**src/psc_pkg.sv**
```systemverilog
// Constants and types shared by the PID supervisory control block
package psc_pkg;

    // Clock and timing
    localparam int CLK_PERIOD_NS = 50;
    localparam int SLEEP_TICK_NS = 100_000_000;
    localparam int SLEEP_TICK_CYCLES = SLEEP_TICK_NS / CLK_PERIOD_NS;
    localparam int TICK_CNT_W = 21;

    // Register bus widths
    localparam int ADDR_W = 4;
    localparam int DATA_W = 16;

    // Register offsets
    localparam logic [3:0] REG_SWITCHOVER_FREQ = 4'h0;
    localparam logic [3:0] REG_SUSPEND_DELAY = 4'h1;
    localparam logic [3:0] REG_SUSPEND_THRESHOLD = 4'h2;
    localparam logic [3:0] REG_SUSPEND_CANCEL = 4'h3;
    localparam logic [3:0] REG_PID_ACTION = 4'h4;
    localparam logic [3:0] REG_PANEL_SEL = 4'h5;
    localparam logic [3:0] REG_ANALOG_SEL = 4'h6;
    localparam logic [3:0] REG_OP_MODE = 4'h7;
    localparam logic [3:0] REG_TERM_FUNC_A = 4'h8;
    localparam logic [3:0] REG_TERM_FUNC_B = 4'h9;
    localparam logic [3:0] REG_TERM_FUNC_C = 4'hA;
    localparam logic [3:0] REG_BIAS_FREQ = 4'hB;
    localparam logic [3:0] REG_GAIN_FREQ = 4'hC;
    localparam logic [3:0] REG_MAX_FREQ = 4'hD;
    localparam logic [3:0] REG_MIN_FREQ = 4'hE;
    localparam logic [3:0] REG_STATUS = 4'hF;

    // Values after reset
    localparam logic [15:0] RST_SWITCHOVER = 16'h270F;
    localparam logic [15:0] RST_SUSPEND_DELAY = 16'h270F;
    localparam logic [15:0] RST_SUSPEND_THRESHOLD = 16'h0000;
    localparam logic [15:0] RST_SUSPEND_CANCEL = 16'h03E8;
    localparam logic [15:0] RST_PID_ACTION = 16'h0000;
    localparam logic [15:0] RST_MONITOR_SEL = 16'h0000;
    localparam logic [15:0] RST_OP_MODE = 16'h0000;
    localparam logic [15:0] RST_TERM_FUNC = 16'h0000;
    localparam logic [15:0] RST_BIAS_FREQ = 16'h0000;
    localparam logic [15:0] RST_GAIN_FREQ = 16'h1388;
    localparam logic [15:0] RST_MAX_FREQ = 16'h2EE0;
    localparam logic [15:0] RST_MIN_FREQ = 16'h0000;

    // Setting codes
    localparam logic [15:0] SETTING_OFF = 16'h270F;
    localparam logic [15:0] SWITCHOVER_MAX = 16'h9C40;
    localparam logic [15:0] PID_REVERSE = 16'h0014;
    localparam logic [15:0] PID_FORWARD = 16'h0015;
    localparam logic [15:0] OP_MODE_SWITCHOVER = 16'h0006;
    localparam logic [15:0] MON_SETPOINT = 16'h0034;
    localparam logic [15:0] MON_MEASURED = 16'h0035;
    localparam logic [15:0] MON_DEVIATION = 16'h0036;
    localparam logic [15:0] TERM_SUSPENDED = 16'h0046;
    localparam logic [15:0] TERM_PID_ACTIVE = 16'h002F;
    localparam logic [15:0] TERM_NEGATIVE = 16'h0064;
    localparam logic signed [17:0] DEV_OFFSET = 18'sh003E8;
    localparam logic signed [17:0] CANCEL_SCALE = 18'sh0000A;
    localparam int NUM_TERMS = 3;

    typedef enum logic [3:0] {
        PSC_IDLE = 4'b0001,
        PSC_NORMAL = 4'b0010,
        PSC_PID = 4'b0100,
        PSC_SLEEP = 4'b1000
    } psc_state_t;

endpackage

```
**src/psc_sleep_timer.sv**
```systemverilog
// Suspension delay timer counting 0.1 s ticks while the PID output is low
`timescale 1ns/1ns
`default_nettype none
module psc_sleep_timer
    import psc_pkg::*;
#(
    parameter int TICK_CYCLES = SLEEP_TICK_CYCLES
) (
    // Clock and reset
    input wire logic mclk,
    input wire logic rst,
    // Control
    input wire logic lowLevel,
    input wire logic [15:0] delay,
    // Result
    output logic expired
);

    typedef struct packed {
        logic [TICK_CNT_W-1:0] prescale;
        logic [15:0] ticks;
        logic expired;
    } psc_timer_t;

    psc_timer_t r;
    psc_timer_t next_r;
    logic tick;

    always_comb begin
        next_r = r;
        tick = (r.prescale == TICK_CNT_W'(TICK_CYCLES - 1));
        if (!lowLevel) begin
            // Frequency back at or above threshold restarts the delay
            next_r.prescale = '0;
            next_r.ticks = '0;
            next_r.expired = 1'b0;
        end else begin
            next_r.prescale = tick ? '0 : r.prescale + 1'b1;
            if (tick && r.ticks != 16'hFFFF) begin
                next_r.ticks = r.ticks + 1'b1;
            end
            // Strictly longer than the delay before expiring
            next_r.expired = (r.ticks > delay);
        end
    end

    always_ff @(posedge mclk or posedge rst) begin
        if (rst) begin
            r <= '0;
        end else begin
            r <= next_r;
        end
    end

    assign expired = r.expired;
endmodule
`default_nettype wire

```
**src/psc_top.sv**
```systemverilog
// Supervisory control around the PID loop: switchover, suspension, monitors
//
// The register addresses and strobed register access were chosen for this implementation.
`timescale 1ns/1ns
`default_nettype none
//
// Function
// - With switchover frequency set, run normally until output reaches it, then PID.
// - Once in PID, stay there even if output falls to switchover or below.
// - Stop output when PID frequency stays under threshold longer than delay.
// - While suspended, resume PID when deviation reaches cancel level minus 1000%.
// - While suspended: suspended flag on, running off, PID active on.
// - Suspended flag goes to terminals coded 70 or 170.
// - Monitor codes 52 set point, 53 measured, 54 deviation, 0.1% steps.
// - Deviation shown offset by 1000; never sent to analog monitor.
// - Speed step or jog input with PID selected stops PID, runs those instead.
// - Operation mode 6 makes PID invalid.
// - Stopped under power failure stop makes PID invalid.
// - PID output limited by bias/gain frequencies and max/min limits.
// - Remote operation disabled while PID is active.
// - Entering PID from normal running the frequency command restarts from 0 Hz.
// - PID only with action selection 20 or 21 and select input on.
// - Terminal codes 100 or above drive negative logic.
module psc_top
    import psc_pkg::*;
#(
    parameter int TICK_CYCLES = SLEEP_TICK_CYCLES
) (
    // Clock and reset
    input wire logic mclk,
    input wire logic rst,
    // Register port
    input wire logic [ADDR_W-1:0] regAddr,
    input wire logic [DATA_W-1:0] regWdata,
    input wire logic regWrite,
    input wire logic regRead,
    output logic [DATA_W-1:0] regRdata,
    // Pins
    input wire logic startCmd,
    input wire logic pidSelectInput,
    input wire logic speedStepHigh,
    input wire logic speedStepMiddle,
    input wire logic speedStepLow,
    input wire logic speedStepExtra,
    input wire logic jogInput,
    // Drive core, same clock
    input wire logic powerFailStopped,
    input wire logic [15:0] outputFreq,
    input wire logic [15:0] normalFreq,
    input wire logic [15:0] pidFreq,
    input wire logic [15:0] setPoint,
    input wire logic [15:0] measuredValue,
    // Drive control
    output logic [15:0] freqCmd,
    output logic pidRestart,
    output logic running,
    output logic pidActive,
    output logic suspended,
    output logic remoteEnable,
    // Terminals and monitors
    output logic [NUM_TERMS-1:0] termOut,
    output logic [15:0] panelMonitor,
    output logic [15:0] analogMonitor
);

    typedef struct packed {
        psc_state_t state;
        logic [6:0] sync1;
        logic [6:0] sync2;
        logic [15:0] switchover;
        logic [15:0] sleepDelay;
        logic [15:0] sleepThreshold;
        logic [15:0] cancelLevel;
        logic [15:0] pidAction;
        logic [15:0] panelSel;
        logic [15:0] analogSel;
        logic [15:0] opMode;
        logic [NUM_TERMS-1:0][15:0] termFunc;
        logic [15:0] biasFreq;
        logic [15:0] gainFreq;
        logic [15:0] maxFreq;
        logic [15:0] minFreq;
        logic [15:0] rdata;
        logic [15:0] freqCmd;
        logic pidRestart;
        logic running;
        logic pidActive;
        logic suspended;
        logic remoteEnable;
        logic [NUM_TERMS-1:0] termOut;
        logic [15:0] panelMon;
        logic [15:0] analogMon;
    } psc_regs_t;

    psc_regs_t r;
    psc_regs_t next_r;

    logic sleepExpired;
    logic sleepLow;
    logic startOn;
    logic pidSelected;
    logic pidInvalid;
    logic overrideOn;
    logic pidEnabled;
    logic switchReached;
    logic signed [17:0] deviation;
    logic signed [17:0] cancelThr;

    // Terminal decode: code, less 100 when 100+, picks the signal; 100+ inverts
    function automatic logic termDrive(input logic [15:0] code,
                                       input logic susp,
                                       input logic pid);
        logic [15:0] base;
        logic level;
        base = (code >= TERM_NEGATIVE) ? code - TERM_NEGATIVE : code;
        level = 1'b0;
        if (base == TERM_SUSPENDED) begin
            level = susp;
        end else if (base == TERM_PID_ACTIVE) begin
            level = pid;
        end
        return (code >= TERM_NEGATIVE) ? !level : level;
    endfunction

    // Monitor decode shared by the panel and the analog output
    function automatic logic [15:0] monSelect(input logic [15:0] sel,
                                              input logic analog,
                                              input logic [15:0] sp,
                                              input logic [15:0] mv,
                                              input logic signed [17:0] dv);
        logic [15:0] val;
        val = 16'h0000;
        case (sel)
            MON_SETPOINT: val = sp;
            MON_MEASURED: val = mv;
            // Offset lets negative deviation show without a sign
            MON_DEVIATION: val = analog ? 16'h0000 : 16'(dv + DEV_OFFSET);
            default: val = 16'h0000;
        endcase
        return val;
    endfunction

    psc_sleep_timer #(
        .TICK_CYCLES(TICK_CYCLES)
    ) sleepTimer (
        .mclk(mclk),
        .rst(rst),
        .lowLevel(sleepLow),
        .delay(r.sleepDelay),
        .expired(sleepExpired)
    );

    always_comb begin
        next_r = r;
        // Pin inputs pass two flip-flops before use
        next_r.sync1 = {jogInput, speedStepExtra, speedStepLow,
                        speedStepMiddle, speedStepHigh, pidSelectInput,
                        startCmd};
        next_r.sync2 = r.sync1;
        startOn = r.sync2[0];
        pidSelected = r.sync2[1] && (r.pidAction == PID_REVERSE
                      || r.pidAction == PID_FORWARD);
        overrideOn = pidSelected && (|r.sync2[6:2]);
        pidInvalid = (r.opMode == OP_MODE_SWITCHOVER)
                     || powerFailStopped;
        pidEnabled = pidSelected && !overrideOn && !pidInvalid;
        // Setting outside 0..400 Hz means no start-up phase
        switchReached = (r.switchover > SWITCHOVER_MAX)
                        || (outputFreq >= r.switchover);
        deviation = $signed({2'b00, setPoint}) - $signed({2'b00, measuredValue});
        cancelThr = ($signed({2'b00, r.cancelLevel}) - DEV_OFFSET)
                    * CANCEL_SCALE;
        sleepLow = (r.state == PSC_PID) && (r.sleepDelay != SETTING_OFF)
                   && (pidFreq < r.sleepThreshold);

        case (r.state)
            PSC_IDLE: begin
                if (startOn) begin
                    next_r.state = PSC_NORMAL;
                end
            end
            PSC_NORMAL: begin
                if (!startOn) begin
                    next_r.state = PSC_IDLE;
                end else if (pidEnabled && switchReached) begin
                    next_r.state = PSC_PID;
                end
            end
            PSC_PID: begin
                // Output frequency is not looked at here any more
                if (!startOn) begin
                    next_r.state = PSC_IDLE;
                end else if (!pidEnabled) begin
                    next_r.state = PSC_NORMAL;
                end else if (sleepExpired) begin
                    next_r.state = PSC_SLEEP;
                end else begin
                    next_r.state = PSC_PID;
                end
            end
            PSC_SLEEP: begin
                if (!startOn) begin
                    next_r.state = PSC_IDLE;
                end else if (!pidEnabled) begin
                    next_r.state = PSC_NORMAL;
                end else if (deviation >= cancelThr) begin
                    next_r.state = PSC_PID;
                end
            end
            default: next_r.state = PSC_IDLE;
        endcase

        // Outputs follow the next state so they line up with it
        next_r.suspended = (next_r.state == PSC_SLEEP);
        next_r.pidActive = (next_r.state == PSC_PID)
                           || (next_r.state == PSC_SLEEP);
        next_r.running = (next_r.state == PSC_NORMAL)
                         || (next_r.state == PSC_PID);
        next_r.remoteEnable = !next_r.pidActive;
        // Tells the PID core to build its command from zero
        next_r.pidRestart = (next_r.state == PSC_PID)
                            && (r.state == PSC_NORMAL);
        if (next_r.state == PSC_PID) begin
            if (next_r.pidRestart) begin
                next_r.freqCmd = 16'h0000;
            end else begin
                next_r.freqCmd = pidFreq;
                if (next_r.freqCmd < r.biasFreq) next_r.freqCmd = r.biasFreq;
                if (next_r.freqCmd > r.gainFreq) next_r.freqCmd = r.gainFreq;
                if (next_r.freqCmd < r.minFreq) next_r.freqCmd = r.minFreq;
                if (next_r.freqCmd > r.maxFreq) next_r.freqCmd = r.maxFreq;
            end
        end else if (next_r.state == PSC_NORMAL) begin
            next_r.freqCmd = normalFreq;
        end else begin
            next_r.freqCmd = 16'h0000;
        end

        for (int i = 0; i < NUM_TERMS; i++) begin
            next_r.termOut[i] = termDrive(r.termFunc[i], next_r.suspended,
                                          next_r.pidActive);
        end
        next_r.panelMon = monSelect(r.panelSel, 1'b0, setPoint,
                                    measuredValue, deviation);
        next_r.analogMon = monSelect(r.analogSel, 1'b1, setPoint,
                                     measuredValue, deviation);

        // Register writes
        if (regWrite) begin
            case (regAddr)
                REG_SWITCHOVER_FREQ: next_r.switchover = regWdata;
                REG_SUSPEND_DELAY: next_r.sleepDelay = regWdata;
                REG_SUSPEND_THRESHOLD: next_r.sleepThreshold = regWdata;
                REG_SUSPEND_CANCEL: next_r.cancelLevel = regWdata;
                REG_PID_ACTION: next_r.pidAction = regWdata;
                REG_PANEL_SEL: next_r.panelSel = regWdata;
                REG_ANALOG_SEL: next_r.analogSel = regWdata;
                REG_OP_MODE: next_r.opMode = regWdata;
                REG_TERM_FUNC_A: next_r.termFunc[0] = regWdata;
                REG_TERM_FUNC_B: next_r.termFunc[1] = regWdata;
                REG_TERM_FUNC_C: next_r.termFunc[2] = regWdata;
                REG_BIAS_FREQ: next_r.biasFreq = regWdata;
                REG_GAIN_FREQ: next_r.gainFreq = regWdata;
                REG_MAX_FREQ: next_r.maxFreq = regWdata;
                REG_MIN_FREQ: next_r.minFreq = regWdata;
                default: ;
            endcase
        end

        // Read data stands for one cycle only
        next_r.rdata = 16'h0000;
        if (regRead) begin
            case (regAddr)
                REG_SWITCHOVER_FREQ: next_r.rdata = r.switchover;
                REG_SUSPEND_DELAY: next_r.rdata = r.sleepDelay;
                REG_SUSPEND_THRESHOLD: next_r.rdata = r.sleepThreshold;
                REG_SUSPEND_CANCEL: next_r.rdata = r.cancelLevel;
                REG_PID_ACTION: next_r.rdata = r.pidAction;
                REG_PANEL_SEL: next_r.rdata = r.panelSel;
                REG_ANALOG_SEL: next_r.rdata = r.analogSel;
                REG_OP_MODE: next_r.rdata = r.opMode;
                REG_TERM_FUNC_A: next_r.rdata = r.termFunc[0];
                REG_TERM_FUNC_B: next_r.rdata = r.termFunc[1];
                REG_TERM_FUNC_C: next_r.rdata = r.termFunc[2];
                REG_BIAS_FREQ: next_r.rdata = r.biasFreq;
                REG_GAIN_FREQ: next_r.rdata = r.gainFreq;
                REG_MAX_FREQ: next_r.rdata = r.maxFreq;
                REG_MIN_FREQ: next_r.rdata = r.minFreq;
                REG_STATUS: next_r.rdata = {8'h00, r.state, r.remoteEnable,
                                            r.suspended, r.pidActive,
                                            r.running};
                default: next_r.rdata = 16'h0000;
            endcase
        end
    end

    always_ff @(posedge mclk or posedge rst) begin
        if (rst) begin
            r <= '0;
            r.state <= PSC_IDLE;
            r.switchover <= RST_SWITCHOVER;
            r.sleepDelay <= RST_SUSPEND_DELAY;
            r.sleepThreshold <= RST_SUSPEND_THRESHOLD;
            r.cancelLevel <= RST_SUSPEND_CANCEL;
            r.pidAction <= RST_PID_ACTION;
            r.panelSel <= RST_MONITOR_SEL;
            r.analogSel <= RST_MONITOR_SEL;
            r.opMode <= RST_OP_MODE;
            r.termFunc <= {NUM_TERMS{RST_TERM_FUNC}};
            r.biasFreq <= RST_BIAS_FREQ;
            r.gainFreq <= RST_GAIN_FREQ;
            r.maxFreq <= RST_MAX_FREQ;
            r.minFreq <= RST_MIN_FREQ;
            r.remoteEnable <= 1'b1;
        end else begin
            r <= next_r;
        end
    end

    assign regRdata = r.rdata;
    assign freqCmd = r.freqCmd;
    assign pidRestart = r.pidRestart;
    assign running = r.running;
    assign pidActive = r.pidActive;
    assign suspended = r.suspended;
    assign remoteEnable = r.remoteEnable;
    assign termOut = r.termOut;
    assign panelMonitor = r.panelMon;
    assign analogMonitor = r.analogMon;
endmodule
`default_nettype wire

```
**config.mk**
```make
export PLATFORM = sky130hd
export DESIGN_NAME = psc_top
export DESIGN_NICKNAME = d
export VERILOG_FILES = /design/src/psc_pkg.sv /design/src/psc_sleep_timer.sv /design/src/psc_top.sv
export SDC_FILE = /design/constraint.sdc
export NUM_CORES = 1
export LEC_CHECK = 0
export ABC_AREA = 1
export BUFFER_PORTS_ARGS = -buffer_cell sky130_fd_sc_hd__buf_2
export CORE_MARGIN = 2
export CORE_UTILIZATION = 40
export CTS_BUF_LIST = sky130_fd_sc_hd__clkbuf_2 sky130_fd_sc_hd__clkbuf_4 sky130_fd_sc_hd__clkbuf_8
export CTS_CLUSTER_DIAMETER = 120
export DETAILED_ROUTE_END_ITERATION = 8
export MAX_ROUTING_LAYER = met4
export PLACE_DENSITY = 0.56
export SYNTH_ARGS = -nofsm -noshare
export SYNTH_HDL_FRONTEND = slang
export SYNTH_SLANG_ARGS = --single-unit
```
**constraint.sdc**
```tcl
create_clock -name mclk -period 29.9 [get_ports mclk]
set_input_delay 2.99 -clock mclk [delete_from_list [all_inputs] [get_ports mclk]]
set_output_delay 2.99 -clock mclk [all_outputs]
set_load 0.01 [all_outputs]
```
==> impl_results.md <==
- Share of layout cells above drive strength 1: 0.1441
- Number of cells produced by synthesis: 2915
- Number of enable-type register cells in the synthesized netlist: 0
- Leakage power: 12.66 nW
- Final worst hold slack: 0.3424 ns
- Post-Synth Adder-Cell Area: 0.09895
- Mean Syn Cell Area: 7.904 µm²
- Final setup violation count: 0
- CP most frequent cell: sky130_fd_sc_hd__nand2_1
- Final hold violation count: 0
- Last weighted congestion value of the routability-driven placer: just under 1
- CTS tree: done
- Cell internal pwr: 1.165 mW
- Vias in the first global route: 20240
- Fmax: between 90 and 100 MHz
- Reg-to-reg critical path endpoint: freqCmd[6]
- Clock Skews: 0.03986 ns
- Detail-routed via count per cell: 5.458
- Slew headroom: 0.03116
- Synthesized net count: 3208
- Register Area: 9254 µm²
- Most frequent cells in the layout: sky130_fd_sc_hd__nand2_1 (651), sky130_fd_sc_hd__inv_1 (379), sky130_fd_sc_hd__o21ai_0 (333)
- Slowest cell on the critical path: sky130_fd_sc_hd__o21ai_2
- Starting utilization of the core area: 0.4062
- Ranking of synthesized cells by area: sky130_fd_sc_hd__dfrtp_1 (36%), sky130_fd_sc_hd__nand2_1 (11%), sky130_fd_sc_hd__ha_1 (9.7%)
- RSZ-0062 raised after global routing: false
- Total of warnings raised by yosys: 0
- Max Root-Sink Buffers: 3
- Ratio of final minimum period to clock period: 0.3376
- CP endpoint kind: register
- Result of the run: finished, final reports clean
- Count of final max-slew check failures: 0
- Most frequently used flop master after synthesis: sky130_fd_sc_hd__dfrtp_1
- Compound-Gate Fraction of Synth Area: 0.1654
- Critical Path Fanout Max: 32
- Height of the chip: between 200 and 250 µm
- First-pass GRT wire length: roughly 130000 µm
- Count of instances resized after the clock tree is built: 0
- Post-synthesis cell type with the largest combined area: sky130_fd_sc_hd__dfrtp_1
- Crit path largest cell delay: 0.95 ns
- Worst EP arrival: 10.64 ns
- Path type of the worst min-delay path: register to register
- Number of H-tree levels: 3
- Switching share of power: 0.4123
- Final Critical Period: 10.09 ns
- IO Count: roughly 180
- Max-cap violation count: 0
- R2R setup slack: 21.72 ns
- Type of the worst setup path: primary input to register
- Hold Path Depth: 0
- Most frequent standard cell in the layout excluding fill and tap cells: sky130_fd_sc_hd__nand2_1
- Endpoint required time on the critical path: 30.44 ns
- Post-Synthesis Cell Area: 23040 µm²
- Die Outline Area: 59530 µm²
- Hold buffer count at CTS: 0
- Die boundary width: ~240 µm
- Worst Tran Pin Value: 1.417 ns
- Clock buffer count from CTS: just over 70
- Worst Hold Endpoint: r[313]
- Drt drc: 0
- Number of buffers inserted by post-CTS setup repair: 0
- HPWL after detailed placement: roughly 63000 µm
- Initial antenna violation count: 6
- Synthesis-to-layout area growth: 11.54%
- Overall overflow remaining after global route: 0
- Routed len/inst: 21.98 µm
- Clock latency on the worst-skew pair: 0.68 ns
- FP Rows: 87
- Fraction of post-synthesis cell area in the top cell type by area: 0.3606
- Post-synth ARST share: 1.000
- Routed via count: around 21000
- Clk slew on worst S/H paths: around 0.06 ns
- Power density cells: about 77 nW/µm²
- Number of DRC markers after the initial detailed-route iteration: 1953
- Area of the placeable core: between 50000 and 60000 µm²
- Main combinational cell family by area after synthesis: simple AND/OR/NAND/NOR gates
- Simple logic cell fraction of the synthesized area: 0.2054
- Number of iterations in the first detailed-routing pass: 6
- Global router's overall resource usage: 0.2915
- Share of the synthesized netlist area taken by xor and xnor gates: 0.02400
- Flop and latch count out of synthesis: 368
- IO buf count: 183
- Netlist cell types: 67
- Worst Setup SP: pidFreq[3]
- Maximum number of pins on one net before global-route repair: approximately 130
- Post-detailed-route count of antenna-violating nets: 0
- Net switching power figure: 817.4 µW
- Worst vdd rail ir drop: roughly 0.046 mV
- Depth of the worst register-to-register path: 38
- Total negative slack: 0 ns
- Cell at the root of the clock tree: sky130_fd_sc_hd__clkbuf_8
- Post-Route WL: 84420 µm
- Clock network power share: 0.281
- Startpoint of the lowest-slack hold path: next_r[313]
- Share of synthesized area spent on multiplexers: 0
- Sequential share of the synthesized area: 0.4017
- RR Startpoint: r[123]
- Filler cell count in the final layout: 5702
- Worst Path Buf+Inv: 4
- Count of clock tree sinks: 368
- Register share of total power: 0.330
- Total area of multi-input combinational cells: 11380 µm²
- Startpoint types: primary input
- Combinational cell fraction of total power: 0.388
- Family of cells with the greatest summed delay on the critical path: simple AND/OR/NAND/NOR gates
- # nets final: 3316
## cell families (layout without fill, tap and decap cells)
family	count (synthesis)	count (layout)
adder cells (fa/ha/maj)	181	181
XOR/XNOR	58	58
buffers and inverters	566	732
AND/OR/NAND/NOR	1088	1088
AO/OA/AOI/OAI	654	654
flip-flops	368	368
other	0	3
## cell type report
type,instances,share of cell area
Antenna cell,3,0.0002921
Clock buffer,119,0.05521
Clock inverter,13,0.005550
Inverter,401,0.05896
Multi-Input combinational cell,1981,0.4428
Sequential cell,368,0.3601
Tap cell,756,0.03681
Timing Repair Buffer,199,0.04031
## cells in the mapped netlist, types with 12 or more instances
| master | number |
|---|---|
| sky130_fd_sc_hd__nand4_1 | 33 |
| sky130_fd_sc_hd__o22ai_1 | 73 |
| sky130_fd_sc_hd__dfrtp_1 | 332 |
| sky130_fd_sc_hd__xnor2_1 | 13 |
| sky130_fd_sc_hd__inv_1 | 380 |
| sky130_fd_sc_hd__o221ai_1 | 16 |
| sky130_fd_sc_hd__o21ai_0 | 333 |
| sky130_fd_sc_hd__clkbuf_1 | 85 |
| sky130_fd_sc_hd__a21oi_1 | 117 |
| sky130_fd_sc_hd__nor4_1 | 29 |
| sky130_fd_sc_hd__a41oi_1 | 13 |
| sky130_fd_sc_hd__dfstp_2 | 36 |
| sky130_fd_sc_hd__buf_4 | 68 |
| sky130_fd_sc_hd__inv_2 | 15 |
| sky130_fd_sc_hd__nand2_1 | 651 |
| sky130_fd_sc_hd__nand3_1 | 115 |
| sky130_fd_sc_hd__a221oi_1 | 28 |
| sky130_fd_sc_hd__nand2_2 | 12 |
| sky130_fd_sc_hd__ha_1 | 179 |
| sky130_fd_sc_hd__nor2_1 | 148 |
| sky130_fd_sc_hd__nor3_1 | 48 |
| sky130_fd_sc_hd__xor2_1 | 39 |
## worst max-delay path by stage
| stage | end | slack, ns | cells past startpoint |
|---|---|---|---|
| finish | freqCmd[6] | 19.81 | 41 |
| global placement | freqCmd[15] | 19.25 | 37 |
| floorplan | analogMonitor[0] | 16.75 | 1 |
| detailed placement | freqCmd[15] | 19.20 | 37 |
| CTS | freqCmd[15] | 19.86 | 41 |
| global route | freqCmd[15] | 19.10 | 37 |
## sequential cells by signal, summed over array words and instances (netlist names)
| name | flops |
|---|---|
| analogMonitor | 16 |
| sleepTimer.expired | 1 |
| panelMonitor | 16 |
| remoteEnable | 1 |
| r | 251 |
| sleepTimer.r | 37 |
| termOut | 3 |
| suspended | 1 |
| regRdata | 16 |
| next_r | 7 |
| freqCmd | 16 |
| running | 1 |
| pidActive | 1 |
| pidRestart | 1 |
## through the flow
step,total power [mW],cells,cell area [µm²],util,worst slack (ns)
final,1.982,3840,25700,0.4531,19.81
after CTS,1.989,3837,25690,0.4530,19.86
after global placement,1.409,3705,24130,0.4255,19.25
after floorplan,1.191,2915,23040,-,16.75
after detailed placement,1.422,3705,24130,0.4255,19.20
after global routing,2.122,3837,25690,0.4530,19.10
## power by group through the flow
stage | logic, mW | registers [mW] | clock network (mW)
after floorplan | 0.562 | 0.629 | 0
after global placement | 0.750 | 0.659 | 0
after detailed placement | 0.763 | 0.660 | 0
after CTS | 0.768 | 0.652 | 0.569
after global routing | 0.868 | 0.663 | 0.591
final | 0.770 | 0.655 | 0.558
## routing by layer
layer,GRT usage,vias to the layer above,share of wire
li1,-,9916,-
met1,0.3829,10060,0.43
met2,0.4607,807,0.46
met3,0.04017,177,0.067
met4,0.1044,0,0.038
met5,-,-,0
## worst register-to-register path, delay by kind of cell (launching register included)
| kind | cells | cell delay (ns) |
|---|---|---|
| AOI/OAI and AO/OA | 5 | 2.20 |
| and+or+nand+nor | 26 | 3.89 |
| buffers and inverters | 3 | 0.33 |
| adders and majority gates | 4 | 1.26 |
| DFF | 1 | 0.38 |
(Power assumes the default switching activity.)
